### config.mk
export PLATFORM = sky130hd
export DESIGN_NAME = stl_top
export DESIGN_NICKNAME = d
export VERILOG_FILES = /design/src/verilog/stl_pkg.sv /design/src/verilog/stl_top.sv
export VERILOG_INCLUDE_DIRS = /design/src /design/src/verilog
export SDC_FILE = /design/constraint.sdc
export NUM_CORES = 1
export LEC_CHECK = 0
export ABC_AREA = 1
export BUFFER_PORTS_ARGS = -buffer_cell sky130_fd_sc_hd__clkbuf_2
export CAP_MARGIN = 30
export CORE_AREA = 3 3 249 251
export DETAILED_ROUTE_END_ITERATION = 16
export DIE_AREA = 0 0 252 254
export GPL_TIMING_DRIVEN = 0
export PLACE_DENSITY = 0.57
export SLEW_MARGIN = 10
export SYNTH_ARGS = -nofsm -noshare
export SYNTH_HDL_FRONTEND = slang
export SYNTH_SLANG_ARGS = --single-unit
### constraint.sdc
create_clock -name core_clk -period 14.75 [get_ports core_clk]
set_clock_uncertainty 0.15 [all_clocks]
set_input_delay 2.95 -clock core_clk [delete_from_list [all_inputs] [get_ports core_clk]]
set_output_delay 2.95 -clock core_clk [all_outputs]
set_load 0.01 [all_outputs]
### src/verilog/stl_consts.svh
// named constants of the threshold and telegram block
// assumes a 40 MHz core clock and register words on AXI4-Lite
`ifndef STL_CONSTS_SVH
`define STL_CONSTS_SVH
// ----------------------------------------
// register byte offsets
// ----------------------------------------
`define STL_OFS_CTRL 8'h00
`define STL_OFS_CH0_CFG 8'h04
`define STL_OFS_CH0_THR 8'h08
`define STL_OFS_CH1_CFG 8'h0C
`define STL_OFS_CH1_THR 8'h10
`define STL_OFS_STATUS 8'h14
`define STL_OFS_MEAS 8'h18
// ----------------------------------------
// reset values, answers and write masks
// ----------------------------------------
`define STL_CTRL_RST 32'h0000_0000
`define STL_CFG_RST 32'h0000_0000
`define STL_THR0_RST 16'h00C8
`define STL_THR1_RST 16'h01F4
`define STL_RESP_OKAY 2'h0
`define STL_RESP_SLVERR 2'h2
`define STL_CTRL_MASK 32'h0000_7FFF
`define STL_CFG_MASK 32'h03FF_FFFF
// ----------------------------------------
// timing
// ----------------------------------------
`define STL_CLK_HZ 40000000
`define STL_TICK_S 1
`define STL_CYC_UNIT_S 11'h00A
`define STL_MEAS_DLY_S 4'hA
// ----------------------------------------
// value limits in tenths of a unit, and the both-limits code
// ----------------------------------------
`define STL_HUM_MIN 18'sh000C8
`define STL_HUM_MAX 18'sh00384
`define STL_TEMP_MIN (-18'sh00096)
`define STL_TEMP_MAX 18'sh001F4
`define STL_LIM_BOTH 2'h2
`endif

### src/verilog/stl_pkg.sv
// types of the threshold and telegram block
// assumes stl_consts.svh for every number
package stl_pkg;
    // ----------------------------------------
    // limit channel configuration word
    // ----------------------------------------
    typedef struct packed {
        logic [5:0] rsv;
        logic [1:0] ext_src; // 0 config, 1 two-byte, 2 one-byte
        logic [6:0] cycle; // times ten seconds
        logic soc; // send on change
        logic [3:0] off_dly;
        logic [3:0] on_dly;
        logic [3:0] hyst;
        logic [3:0] mode; // activation variant 0..11
    } stl_ch_cfg_t;
    // ----------------------------------------
    // general control word
    // ----------------------------------------
    typedef struct packed {
        logic [16:0] rsv;
        logic [6:0] meas_cycle;
        logic [1:0] step;
        logic [1:0] hum_lim;
        logic [1:0] temp_lim;
        logic hum_en;
        logic temp_en;
    } stl_ctrl_t;
    // ----------------------------------------
    // telegram requests toward the building bus
    // ----------------------------------------
    typedef struct packed {
        logic [1:0] valid; // one-cycle pulse per limit channel
        logic [1:0] value;
    } stl_lim_tx_t;
    typedef struct packed {
        logic valid; // one-cycle pulse
        logic [15:0] value;
    } stl_meas_tx_t;
endpackage

### src/verilog/stl_top.sv
// threshold monitor and telegram scheduler, temperature and humidity
// assumes same-clock measurement and bus-receive logic, AXI4-Lite master
//
// What this block does
// - humidity threshold of channel two is held within 20 to 90 percent.
// - humidity hysteresis choices are none, 10, 15 or 20 percent.
// - rising modes set chosen level above threshold, clear below threshold minus hysteresis.
// - falling modes set chosen level below threshold, clear above threshold plus hysteresis.
// - variants silence one crossing while the other still sends on or off.
// - a silenced condition also silences cyclic limit telegrams while it holds.
// - threshold comes from config, a received 16-bit or 8-bit value.
// - change to one is accepted after the switch-on delay, none to 60 min.
// - change to zero is accepted after the switch-off delay, none to 60 min.
// - during a delay the old limit value keeps being sent, also cyclically.
// - send-on-change off sends no change telegram, cyclic sending still runs.
// - send-on-change on sends the limit value on every toggle.
// - limit telegrams repeat every cycle setting times ten seconds, zero disables.
// - no change sending and zero cycle means the limit is never sent.
// - temperature limits may be none, channel one, or channels one and two.
// - temperature is sent on a step of 0.5, 1, 3 or 10 percent of 60 degrees.
// - a change-triggered temperature telegram waits a fixed ten seconds.
// - temperature is sent every setting times ten seconds, zero sends nothing cyclic.
// - cyclic measurement sending runs independently of change-triggered sending.
// - temperature threshold of channel one is held within -15 to +50 degrees.
// - temperature hysteresis is none, 1 to 5, 10, 15 or 20 kelvin.
// - humidity channel two exists only with humidity on and both limits chosen.
//
// The implementer's own choices: the AXI4-Lite slave port and the address map.
`timescale 1ns/1ps
`default_nettype none
`include "stl_consts.svh"
module stl_top #(
    parameter int unsigned TICK_CYCLES = `STL_CLK_HZ * `STL_TICK_S
) (
    input wire logic core_clk,
    input wire logic rst,
    input wire logic [7:0] axi_awaddr,
    input wire logic axi_awvalid,
    output logic axi_awready,
    input wire logic [31:0] axi_wdata,
    input wire logic [3:0] axi_wstrb,
    input wire logic axi_wvalid,
    output logic axi_wready,
    output logic [1:0] axi_bresp,
    output logic axi_bvalid,
    input wire logic axi_bready,
    input wire logic [7:0] axi_araddr,
    input wire logic axi_arvalid,
    output logic axi_arready,
    output logic [31:0] axi_rdata,
    output logic [1:0] axi_rresp,
    output logic axi_rvalid,
    input wire logic axi_rready,
    input wire logic sample_valid,
    input wire logic [15:0] temp_value,
    input wire logic [15:0] hum_value,
    input wire logic [1:0] ext_thr_valid,
    input wire logic [15:0] ext_thr_data,
    output logic [1:0] lim_state,
    output stl_pkg::stl_lim_tx_t lim_tx,
    output stl_pkg::stl_meas_tx_t meas_tx
);
    // ----------------------------------------
    // helper functions
    // ----------------------------------------
    // delay code to seconds: none,1,3,5,10,15,30 s,1,3,5,10,15,30,60 min
    function automatic logic [11:0] dly_sec(input logic [3:0] code);
        logic [11:0] s;
        s = 12'h000;
        unique case (code)
            4'h0: s = 12'h000;
            4'h1: s = 12'h001;
            4'h2: s = 12'h003;
            4'h3: s = 12'h005;
            4'h4: s = 12'h00A;
            4'h5: s = 12'h00F;
            4'h6: s = 12'h01E;
            4'h7: s = 12'h03C;
            4'h8: s = 12'h0B4;
            4'h9: s = 12'h12C;
            4'hA: s = 12'h258;
            4'hB: s = 12'h384;
            4'hC: s = 12'h708;
            default: s = 12'hE10;
        endcase
        return s;
    endfunction
    // hysteresis code to tenths; channel 0 in kelvin, channel 1 in percent
    function automatic logic signed [17:0] hyst_tenths(input logic ch, input logic [3:0] code);
        logic signed [17:0] h;
        h = 18'sh00000;
        if (ch)
        begin
            unique case (code[1:0])
                2'h0: h = 18'sh00000;
                2'h1: h = 18'sh00064;
                2'h2: h = 18'sh00096;
                default: h = 18'sh000C8;
            endcase
        end
        else if (code <= 4'h5)
            h = 18'(code) * 18'sh0000A;
        else if (code == 4'h6)
            h = 18'sh00064;
        else if (code == 4'h7)
            h = 18'sh00096;
        else
            h = 18'sh000C8;
        return h;
    endfunction
    // hold a threshold inside its channel's range
    function automatic logic signed [17:0] clamp_thr(input logic ch, input logic signed [17:0] v);
        logic signed [17:0] lo;
        logic signed [17:0] hi;
        lo = ch ? `STL_HUM_MIN : `STL_TEMP_MIN;
        hi = ch ? `STL_HUM_MAX : `STL_TEMP_MAX;
        return (v < lo) ? lo : ((v > hi) ? hi : v);
    endfunction
    // byte-lane merge of a write
    function automatic logic [31:0] merge(input logic [31:0] old, input logic [31:0] nw,
                                          input logic [3:0] strb);
        logic [31:0] r;
        r = old;
        for (int b = 0; b < 4; b++)
            if (strb[b])
                r[b*8 +: 8] = nw[b*8 +: 8];
        return r;
    endfunction
    // ----------------------------------------
    // AXI4-Lite slave
    // ----------------------------------------
    logic awready_ff, wready_ff, bvalid_ff, arready_ff, rvalid_ff;
    logic aw_hold_ff, w_hold_ff;
    logic [7:0] aw_addr_ff;
    logic [31:0] w_data_ff;
    logic [3:0] w_strb_ff;
    logic [1:0] bresp_ff, rresp_ff;
    logic [31:0] rdata_ff;
    logic [31:0] ctrl_ff;
    logic [31:0] cfg_ff [2];
    logic [15:0] thr_ff [2];
    wire aw_take = axi_awvalid & awready_ff;
    wire w_take = axi_wvalid & wready_ff;
    wire do_write = aw_hold_ff & w_hold_ff & ~bvalid_ff;
    wire nxt_aw_hold = (aw_hold_ff | aw_take) & ~do_write;
    wire nxt_w_hold = (w_hold_ff | w_take) & ~do_write;
    wire nxt_bvalid = do_write | (bvalid_ff & ~axi_bready);
    wire ar_take = axi_arvalid & arready_ff;
    wire nxt_rvalid = ar_take | (rvalid_ff & ~axi_rready);
    // write decode
    wire wr_ctrl = do_write & (aw_addr_ff == `STL_OFS_CTRL);
    wire [1:0] wr_cfg = {do_write & (aw_addr_ff == `STL_OFS_CH1_CFG),
                         do_write & (aw_addr_ff == `STL_OFS_CH0_CFG)};
    wire [1:0] wr_thr = {do_write & (aw_addr_ff == `STL_OFS_CH1_THR),
                         do_write & (aw_addr_ff == `STL_OFS_CH0_THR)};
    wire wr_hit = wr_ctrl | (|wr_cfg) | (|wr_thr);
    wire [31:0] thr_mrg0 = merge({16'h0000, thr_ff[0]}, w_data_ff, w_strb_ff);
    wire [31:0] thr_mrg1 = merge({16'h0000, thr_ff[1]}, w_data_ff, w_strb_ff);
    wire signed [17:0] thr_cl0 = clamp_thr(1'b0, 18'(signed'(thr_mrg0[15:0])));
    wire signed [17:0] thr_cl1 = clamp_thr(1'b1, 18'(signed'(thr_mrg1[15:0])));
    // handshake state; a new address waits until the answer has gone
    always_ff @(posedge core_clk)
    begin
        if (rst)
        begin
            aw_hold_ff <= 1'b0;
            w_hold_ff <= 1'b0;
            awready_ff <= 1'b0;
            wready_ff <= 1'b0;
            bvalid_ff <= 1'b0;
            arready_ff <= 1'b0;
            rvalid_ff <= 1'b0;
        end
        else
        begin
            aw_hold_ff <= nxt_aw_hold;
            w_hold_ff <= nxt_w_hold;
            awready_ff <= ~nxt_aw_hold & ~nxt_bvalid;
            wready_ff <= ~nxt_w_hold & ~nxt_bvalid;
            bvalid_ff <= nxt_bvalid;
            arready_ff <= ~nxt_rvalid;
            rvalid_ff <= nxt_rvalid;
        end
    end
    // payload capture, answers and configuration storage
    always_ff @(posedge core_clk)
    begin
        if (rst)
        begin
            aw_addr_ff <= 8'h00;
            w_data_ff <= 32'h0000_0000;
            w_strb_ff <= 4'h0;
            bresp_ff <= `STL_RESP_OKAY;
            ctrl_ff <= `STL_CTRL_RST;
            cfg_ff[0] <= `STL_CFG_RST;
            cfg_ff[1] <= `STL_CFG_RST;
            thr_ff[0] <= `STL_THR0_RST;
            thr_ff[1] <= `STL_THR1_RST;
        end
        else
        begin
            if (aw_take)
                aw_addr_ff <= {axi_awaddr[7:2], 2'h0};
            if (w_take)
            begin
                w_data_ff <= axi_wdata;
                w_strb_ff <= axi_wstrb;
            end
            if (do_write)
                bresp_ff <= wr_hit ? `STL_RESP_OKAY : `STL_RESP_SLVERR;
            if (wr_ctrl)
                ctrl_ff <= merge(ctrl_ff, w_data_ff, w_strb_ff) & `STL_CTRL_MASK;
            for (int c = 0; c < 2; c++)
                if (wr_cfg[c])
                    cfg_ff[c] <= merge(cfg_ff[c], w_data_ff, w_strb_ff) & `STL_CFG_MASK;
            if (wr_thr[0])
                thr_ff[0] <= thr_cl0[15:0];
            if (wr_thr[1])
                thr_ff[1] <= thr_cl1[15:0];
        end
    end
    // ----------------------------------------
    // shared decode and one-second tick
    // ----------------------------------------
    stl_pkg::stl_ctrl_t ctrl;
    assign ctrl = stl_pkg::stl_ctrl_t'(ctrl_ff);
    logic [31:0] tick_cnt_ff;
    logic tick_ff;
    wire [1:0] ch_en = {ctrl.hum_en & (ctrl.hum_lim == `STL_LIM_BOTH),
                        ctrl.temp_en & (ctrl.temp_lim != 2'h0)};
    wire tick_wrap = (tick_cnt_ff == TICK_CYCLES - 1);
    // prescaler, the only time base of every timer
    always_ff @(posedge core_clk)
    begin
        if (rst)
        begin
            tick_cnt_ff <= 32'h0000_0000;
            tick_ff <= 1'b0;
        end
        else
        begin
            tick_cnt_ff <= tick_wrap ? 32'h0000_0000 : tick_cnt_ff + 32'h0000_0001;
            tick_ff <= tick_wrap;
        end
    end
    // ----------------------------------------
    // limit channels: 0 temperature, 1 humidity
    // ----------------------------------------
    logic [1:0] obj_v, raw_v, run_v, txv_v, txd_v;
    logic signed [15:0] act_thr_v [2];
    for (genvar c = 0; c < 2; c++)
    begin : g_ch
        stl_pkg::stl_ch_cfg_t cfg;
        logic cond_ff, obj_ff, tx_ff, txd_ff, ext_seen_ff;
        logic [15:0] ext_thr_ff;
        logic [11:0] dly_cnt_ff;
        logic [10:0] cyc_cnt_ff;
        assign cfg = stl_pkg::stl_ch_cfg_t'(cfg_ff[c]);
        wire signed [17:0] meas = 18'(signed'(c ? hum_value : temp_value));
        // received value: two bytes in tenths, one byte in whole units
        wire signed [17:0] ext_word = 18'(signed'(ext_thr_data));
        wire signed [17:0] ext_byte = c ? 18'(ext_thr_data[7:0]) * 18'sh0000A
                                        : 18'(signed'(ext_thr_data[7:0])) * 18'sh0000A;
        wire signed [17:0] ext_cl = clamp_thr(1'(c),
                                              (cfg.ext_src == 2'h2) ? ext_byte : ext_word);
        wire use_ext = (cfg.ext_src != 2'h0) & ext_seen_ff;
        wire signed [17:0] thr = 18'(signed'(use_ext ? ext_thr_ff : thr_ff[c]));
        wire signed [17:0] hyst = hyst_tenths(1'(c), cfg.hyst);
        wire falling = cfg.mode[1]; // set on undershoot
        wire set_lvl = ~cfg.mode[0]; // level while the set condition holds
        wire [1:0] grp = cfg.mode[3:2]; // 1 clear side silent, 2 set side silent
        wire set_hit = falling ? (meas < thr) : (meas > thr);
        wire clr_hit = falling ? (meas > thr + hyst) : (meas < thr - hyst);
        wire raw = cond_ff ? set_lvl : ~set_lvl;
        wire silent = ((grp == 2'h1) & ~cond_ff) | ((grp == 2'h2) & cond_ff);
        wire [11:0] dsec = dly_sec(raw ? cfg.on_dly : cfg.off_dly);
        wire accept = (raw != obj_ff) & (dly_cnt_ff >= dsec);
        wire [10:0] cyc_lim = 11'(cfg.cycle) * `STL_CYC_UNIT_S;
        wire cyc_due = tick_ff & (cfg.cycle != 7'h00) & (cyc_cnt_ff + 11'h001 >= cyc_lim);
        wire send = ((accept & cfg.soc) | cyc_due) & ~silent;
        // hysteresis state, moved only by a new sample, held clear while the channel is off
        always_ff @(posedge core_clk)
        begin
            if (rst | ~ch_en[c])
                cond_ff <= 1'b0;
            else if (sample_valid & set_hit)
                cond_ff <= 1'b1;
            else if (sample_valid & clr_hit)
                cond_ff <= 1'b0;
        end
        // received threshold; the configured one stands until the first arrives
        always_ff @(posedge core_clk)
        begin
            if (rst)
            begin
                ext_thr_ff <= 16'h0000;
                ext_seen_ff <= 1'b0;
            end
            else if (ext_thr_valid[c] & (cfg.ext_src != 2'h0))
            begin
                ext_thr_ff <= ext_cl[15:0];
                ext_seen_ff <= 1'b1;
            end
        end
        // delay timer restarts whenever the raw level returns to the object
        always_ff @(posedge core_clk)
        begin
            if (rst | ~ch_en[c] | (raw == obj_ff))
                dly_cnt_ff <= 12'h000;
            else if (tick_ff & (dly_cnt_ff < dsec))
                dly_cnt_ff <= dly_cnt_ff + 12'h001;
        end
        // accepted object, cycle counter and telegram requests
        always_ff @(posedge core_clk)
        begin
            if (rst | ~ch_en[c])
            begin
                obj_ff <= 1'b0;
                cyc_cnt_ff <= 11'h000;
                tx_ff <= 1'b0;
                txd_ff <= 1'b0;
            end
            else
            begin
                if (accept)
                    obj_ff <= raw;
                if (cfg.cycle == 7'h00)
                    cyc_cnt_ff <= 11'h000;
                else if (tick_ff)
                    cyc_cnt_ff <= cyc_due ? 11'h000 : cyc_cnt_ff + 11'h001;
                tx_ff <= send;
                txd_ff <= accept ? raw : obj_ff;
            end
        end
        assign obj_v[c] = obj_ff;
        assign raw_v[c] = raw;
        assign run_v[c] = raw != obj_ff;
        assign txv_v[c] = tx_ff;
        assign txd_v[c] = txd_ff;
        assign act_thr_v[c] = thr[15:0];
    end
    // ----------------------------------------
    // temperature measured-value sending
    // ----------------------------------------
    logic signed [15:0] ref_ff;
    logic pend_ff, mtx_ff;
    logic [3:0] pend_cnt_ff;
    logic [10:0] mcyc_cnt_ff;
    logic [15:0] mval_ff;
    wire signed [17:0] mdiff = 18'(signed'(temp_value)) - 18'(ref_ff);
    wire [17:0] mabs = mdiff[17] ? 18'(-mdiff) : 18'(mdiff);
    // step of 60 degrees: 0.3, 0.6, 1.8, 6.0 in tenths
    wire [17:0] mstep = (ctrl.step == 2'h0) ? 18'h00003 : (ctrl.step == 2'h1) ? 18'h00006 :
                        (ctrl.step == 2'h2) ? 18'h00012 : 18'h0003C;
    wire start_pend = sample_valid & ~pend_ff & (mabs >= mstep);
    wire pend_done = pend_ff & tick_ff & (pend_cnt_ff + 4'h1 >= `STL_MEAS_DLY_S);
    wire [10:0] mcyc_lim = 11'(ctrl.meas_cycle) * `STL_CYC_UNIT_S;
    wire mcyc_due = tick_ff & (ctrl.meas_cycle != 7'h00) & (mcyc_cnt_ff + 11'h001 >= mcyc_lim);
    // change path and cyclic path share only the output strobe
    always_ff @(posedge core_clk)
    begin
        if (rst | ~ctrl.temp_en)
        begin
            ref_ff <= 16'h0000;
            pend_ff <= 1'b0;
            pend_cnt_ff <= 4'h0;
            mcyc_cnt_ff <= 11'h000;
            mtx_ff <= 1'b0;
            mval_ff <= 16'h0000;
        end
        else
        begin
            if (start_pend)
            begin
                pend_ff <= 1'b1;
                pend_cnt_ff <= 4'h0;
            end
            else if (pend_done)
            begin
                pend_ff <= 1'b0;
                ref_ff <= temp_value;
            end
            else if (pend_ff & tick_ff)
                pend_cnt_ff <= pend_cnt_ff + 4'h1;
            if (ctrl.meas_cycle == 7'h00)
                mcyc_cnt_ff <= 11'h000;
            else if (tick_ff)
                mcyc_cnt_ff <= mcyc_due ? 11'h000 : mcyc_cnt_ff + 11'h001;
            mtx_ff <= pend_done | mcyc_due;
            mval_ff <= temp_value;
        end
    end
    // ----------------------------------------
    // read side
    // ----------------------------------------
    wire [31:0] status_word = {24'h000000, run_v, raw_v, 2'h0, obj_v};
    wire rd_ok = (axi_araddr[7:2] <= 6'h06);
    wire [31:0] rd_word = (axi_araddr[7:2] == 6'h00) ? ctrl_ff :
                          (axi_araddr[7:2] == 6'h01) ? cfg_ff[0] :
                          (axi_araddr[7:2] == 6'h02) ? {16'h0000, act_thr_v[0]} :
                          (axi_araddr[7:2] == 6'h03) ? cfg_ff[1] :
                          (axi_araddr[7:2] == 6'h04) ? {16'h0000, act_thr_v[1]} :
                          (axi_araddr[7:2] == 6'h05) ? status_word :
                          (axi_araddr[7:2] == 6'h06) ? {16'h0000, mval_ff} : 32'h0000_0000;
    // read answer latched at the address handshake
    always_ff @(posedge core_clk)
    begin
        if (rst)
        begin
            rdata_ff <= 32'h0000_0000;
            rresp_ff <= `STL_RESP_OKAY;
        end
        else if (ar_take)
        begin
            rdata_ff <= rd_word;
            rresp_ff <= rd_ok ? `STL_RESP_OKAY : `STL_RESP_SLVERR;
        end
    end
    // ----------------------------------------
    // outputs, all straight from flops
    // ----------------------------------------
    assign axi_awready = awready_ff;
    assign axi_wready = wready_ff;
    assign axi_bvalid = bvalid_ff;
    assign axi_bresp = bresp_ff;
    assign axi_arready = arready_ff;
    assign axi_rvalid = rvalid_ff;
    assign axi_rdata = rdata_ff;
    assign axi_rresp = rresp_ff;
    assign lim_state = obj_v;
    assign lim_tx = '{valid: txv_v, value: txd_v};
    assign meas_tx = '{valid: mtx_ff, value: mval_ff};
endmodule
`default_nettype wire

## Word level (Yosys, flattened, before mapping)

Memory sizes are Yosys's and may differ from the RTL's.
Index checks and enable logic that the tools add are counted.

- Add/sub/neg operators: 13
- $mul: 6
- Magnitude comparators: 27
- Equal/unequal tests: 28
- Muxes and demuxes: 92
- Bitwise operators: 88
- Reduce and logical (&&, ||, !) cells: 27

Operator list:

| cell | count |
|---|---|
| $mux 16 | 15 |
| $mux 8 | 24 |
| $mux 32 | 4 |
| $mux 18 | 3 |
| $mux 26 | 2 |
| $and 1x1->1 | 48 |
| $lt 18x9->1 const B | 2 |
| $add 16x9->17 | 2 |
| $gt 16x17->1 | 2 |
| $lt 16x17->1 | 2 |
| $sub 16x9->17 | 2 |
| $add 11x1->11 const B | 3 |
| $ge 11x11->1 | 3 |
| $mux 11 | 3 |
| $add 32x1->32 const B | 1 |
| $eq 32x26->1 const B | 1 |
| $gt 16x16->1 | 2 |
| $lt 16x16->1 | 2 |
| $lt 16x9->1 const B | 2 |
| $mul 7x3->10 const B | 3 |
| $mux 1 | 26 |
| $add 12x1->12 const B | 2 |
| $eq 6x2->1 const B | 4 |
| $eq 6x3->1 const B | 4 |
| other kinds (37) | 119 |

- Bits in registers: 262
- RAM bits: 84
- Memory bits (read-only): 384
- Input bits: 110
- Output and inout port bits: 64
- Word-level logic and storage cells: 322
- Memories kept: 4

Memories:

| name | words | width | read ports | clocked after memory_dff | write ports | RTL line | RTL |
|---|---|---|---|---|---|---|---|
| (name not given) | 16 | 12 | 1 | 0 | 0 | stl_top.sv:70 | `unique case (code)` |
| (name not given) | 16 | 12 | 1 | 0 | 0 | stl_top.sv:70 |  |
| cfg_ff | 2 | 26 | 2 | 0 | 2 | stl_top.sv:140 | `logic [31:0] cfg_ff [2];` |
| thr_ff | 2 | 16 | 2 | 0 | 2 | stl_top.sv:141 | `logic [15:0] thr_ff [2];` |

## Logic depth before layout (Yosys ltp)

An unclocked memory read counts as a cell.

- Depth after elaboration: 11
- Mapped depth: 33
- Mapped depth without buffers: 31

## Worst setup path before layout

OpenSTA, ideal clock, no wires.

- Kind: input port to flip-flop
- Start: in temp_value[0]
- End: reg pend_cnt_ff[0]
- Setup time: 0.065 ns
- Arrival: 5.844 ns
- Data required time: 14.535 ns
- Setup slack: 8.691 ns
- Cell stages on the path: 24
- Buffers on the path: 1
- Path through: inv_1 > ha_1 > inv_1 > fa_1 > nand2_1 > nand2_2 > nand3_2 > nand2_2 > nand3_1 > nand3_1 > nand2_1 > buf_2 > nand2_1 > xor2_1 > ha_1 > a21oi_1 > o221ai_1 > a31oi_1 > nand2_1 > nor2_1 > nand3_1 > o21bai_2 > nand2_2 > nor2_1

- Cells in the longest elaborated chain, start to end: 6

RTL lines:

| item | RTL line | RTL |
|---|---|---|
| from (decl) | stl_top.sv:55 | `input wire logic [15:0] temp_value,` |
| $sub 16x16->17 (*) | stl_top.sv:350 | `wire signed [17:0] mdiff = 18'(signed'(temp_value)) - 18'(ref_ff);` |
| $neg 17->18 | stl_top.sv:351 | `wire [17:0] mabs = mdiff[17] ? 18'(-mdiff) : 18'(mdiff);` |
| $mux 18 (*) | stl_top.sv:351 |  |
| $ge 18x6->1 (*) | stl_top.sv:355 | `wire start_pend = sample_valid & ~pend_ff & (mabs >= mstep);` |
| $and 1x1->1 (*) | stl_top.sv:355 |  |
| $reduce_or 2->1 (no line) (*) | n/a |  |
| to (signal assigned) | stl_top.sv:384 | `pend_cnt_ff <= pend_cnt_ff + 4'h1;` |
| to (decl) | stl_top.sv:347 | `logic [3:0] pend_cnt_ff;` |

Mark *: on every way between the ends. The rest lies on a longest branch, timed or not.
A chain may end at the register's enable or synchronous reset.

## Worst setup path in the final report

- Start: in temp_value[0]
- End: reg pend_cnt_ff[3]

The elaborated chain is that of the path after synthesis.

==> metrics.csv <==
metric,value,unit
worst hold path type,flop to flop,
post-CTS resize count,0,
Initial DRC Count,1892,
pre-CTS WS,7750,ps
Mapped Area,24000,µm²
drc violations,0,
"commonest non-fill, non-tap cell in the layout",nand2_1,
CP Launch Type,input pin,
post-synth top area share,0.212,
Layout fillers,6341,
hold endpoint,axi_wready,
Final Total Pwr,2.42,mW
Synth-to-Final Area Change,13.4,%
PortBufs,155,
Pleak,12.3,nW
Crit. Startpoint,temp_value[0],
Sink Count,338,
die width,252,µm
Switching Fraction,0.293,
sum of buffers and inverters on the critical path,4,
Root Buffer,clkbuf_16,
post-route ant nets,0,
Routed wire per std cell,17.3,µm
Pwr Density,89.2,nW/µm²
layout cell share with drive strength beyond 1,0.0924,
vias per inst,5.14,
Max Cap Viol,0,
CP arrival,6760,ps
initial antenna violation count,0,
status,finished clean,
nature of the critical path endpoint,flop,
Worst Hold Depth,1,
FF-to-FF End,g_ch[1].cond_ff,
Worst EP required,15090,ps
# hold bufs at CTS,0,
"slowest stage delay, CP",420,ps
setup_tns,0,ps
placed insts,4280,
Async SR Flop Fraction,0,
Die Y-Extent,254,µm
post-DP HPWL,62.0,mm
sequential share of the synthesized area,0.318,
Post CTS Setup Buffer Count,0,
minimum clock period,6430,ps
Flop pwr share,0.408,
met2 usage,0.376,
gr busiest metal,met2,
clock tree buffer depth,3,
sw power,0.709,mW
final wirelength,75.4,mm
row cnt,90,
Combinational Power Share,0.174,
most frequent cells in the layout,"629 x nand2_1, 494 x inv_1, 334 x a21oi_1",
Post-synth top flop,dfxtp_1,
number of flops mapped to enable cells by yosys,84,
# IOs,174,
internal power,1.71,mW
grt met3 use,0.0256,
Initial Util,0.398,
Clock Pin Slew Worst Setup and Hold Paths,60,ps
setup slack after layout,8320,ps
worst hold slack,269,ps
worst vdd ir,0.0710,mV
Fin. Hold Viols,0,
Crit-path slowest cell,fa_1,
RSZ-0062 raised after global routing,no,
Worst Max-Slew Pin Slew,988,ps
# diodes,0,
global-route wire length before repair,115,mm
pin count of the biggest net entering global routing,18,
leading area contributor after synthesis,dfxtp_1,
Detailed Routing Iterations Pass 1,5,
HP Start,w_hold_ff,
met1 Usage GRT,0.321,
reg2reg setup slack,8500,ps
Num CTS Buffers,39,
family with the most delay on the worst path,simple AND/OR/NAND/NOR gates,
Final nets,3929,
largest fanout on the critical path,10,
Tcrit/Tclk final,0.436,
GRT Total Usage,0.230,
die area,64000,µm²
Syn Inst Count,3315,
Synthesis Warnings,0,
CTS tree,yes,
crit-path most repeated cell,nand2_1,
critical path type,input pin to flop,
distinct cell type count after synthesis,66,
Yosys reg bits,338,
Rel. slew slack,0.334,
Reg2Reg Depth,33,
core area,60100,µm²
gr ovfl total,0,
number of global-route vias before repair,20500,
largest cells by area after synthesis,"dfxtp_1 21%, ha_1 14%, edfxtp_1 11%, nand2_1 9.9%, inv_1 7.7%",
Clk network pwr share,0.418,
vias after detailed routing,22400,
non-filler instance count after layout,4354,
fin. max-slew vios,0,
post-synthesis area per instance,7.23,µm²
Max Freq,156,MHz
clock insertion delay at the later pin of the skew report,570,ps
Final setup viols,0,
routability congestion estimate,0.927,
CTS HTree Levels,2,
reg-to-reg startpoint,cfg_ff[0][51],
==> state kept, by name (all words and copies together), names as in the netlist, 4 cells and up <==
name,flops
w_strb_ff,4
w_data_ff,26
g_ch.dly_cnt_ff,24
aw_addr_ff,6
axi_rdata,26
g_ch.ext_thr_ff,32
ref_ff,16
mcyc_cnt_ff,11
g_ch.cyc_cnt_ff,22
pend_cnt_ff,4
thr_ff,32
tick_cnt_ff,32
mval_ff,16
ctrl,15
cfg_ff,52
==> per-stage QoR <==
stage	utilization	cell area, µm²
after floorplan	-	24000
after global placement	0.428	25800
after detailed placement	0.430	25900
after CTS	0.452	27200
after global routing	0.452	27200
final	0.452	27200
==> power by group through the flow <==
stage,Clock (mW),Sequential [mW],Combinational [mW]
2_1_floorplan,0,1.00,0.291
3_3_place_gp,0,1.01,0.414
4_1_cts,1.03,0.988,0.422
5_1_grt,1.07,0.990,0.484
6_report,1.01,0.988,0.422
3_5_place_dp,0,1.01,0.419
==> layout make-up <==
class / count / area, µm² / share of cell area
multi-input combinational: 2393 / 14100 / 0.518
clock inverter: 20 / 220 / 0.00810
inverter: 506 / 1900 / 0.0699
buffer: 91 / 427 / 0.0157
clock buffer: 52 / 1100 / 0.0403
sequential: 338 / 7610 / 0.280
timing repair buffer: 172 / 878 / 0.0323
tap: 782 / 978 / 0.0360
==> worst max path at each step <==
stage / cells after the start / to / slack (ps)
after global placement: 25 / pend_cnt_ff[3] / 7740
after global routing: 33 / g_ch[1].cond_ff / 7870
after floorplan: 24 / pend_cnt_ff[0] / 8690
after detailed placement: 25 / pend_cnt_ff[0] / 7750
after CTS: 25 / pend_cnt_ff[3] / 8340
final: 25 / pend_cnt_ff[3] / 8320
==> kinds of logic after synthesis <==
group / Yosys count / share of synthesized area
compound gates: 714 / 0.165
fa+ha+maj: 278 / 0.148
simple gates: 1277 / 0.232
mux: 3 / 0.00125
other cells: 1 / 0.000157
flops: 338 / 0.318
buf+inv: 597 / 0.0971
xor+xnor: 107 / 0.0391
==> cell usage after synthesis (14+ instances only) <==
master and number:
buf_4 16, nor3_1 47, nand4_1 41, ha_1 268, nand2_1 629, nor2_1 279
or2_2 17, nor4_1 20, xnor2_1 25, nor3b_1 17, a31oi_1 20, inv_1 494
dfxtp_1 254, edfxtp_1 84, nand3_1 173, clkbuf_1 52, a21oi_1 334, xor2_1 82
o21ai_1 16, o211ai_1 14, o21ai_0 230
==> metal layers <==
layer / share of wire / vias up
met5: 0 / -
met2: 0.45 / 582
met3: 0.054 / 111
li1: - / 11500
met1: 0.47 / 10200
met4: 0.030 / 0
No activity file was read; power rests on OpenSTA's default activity.
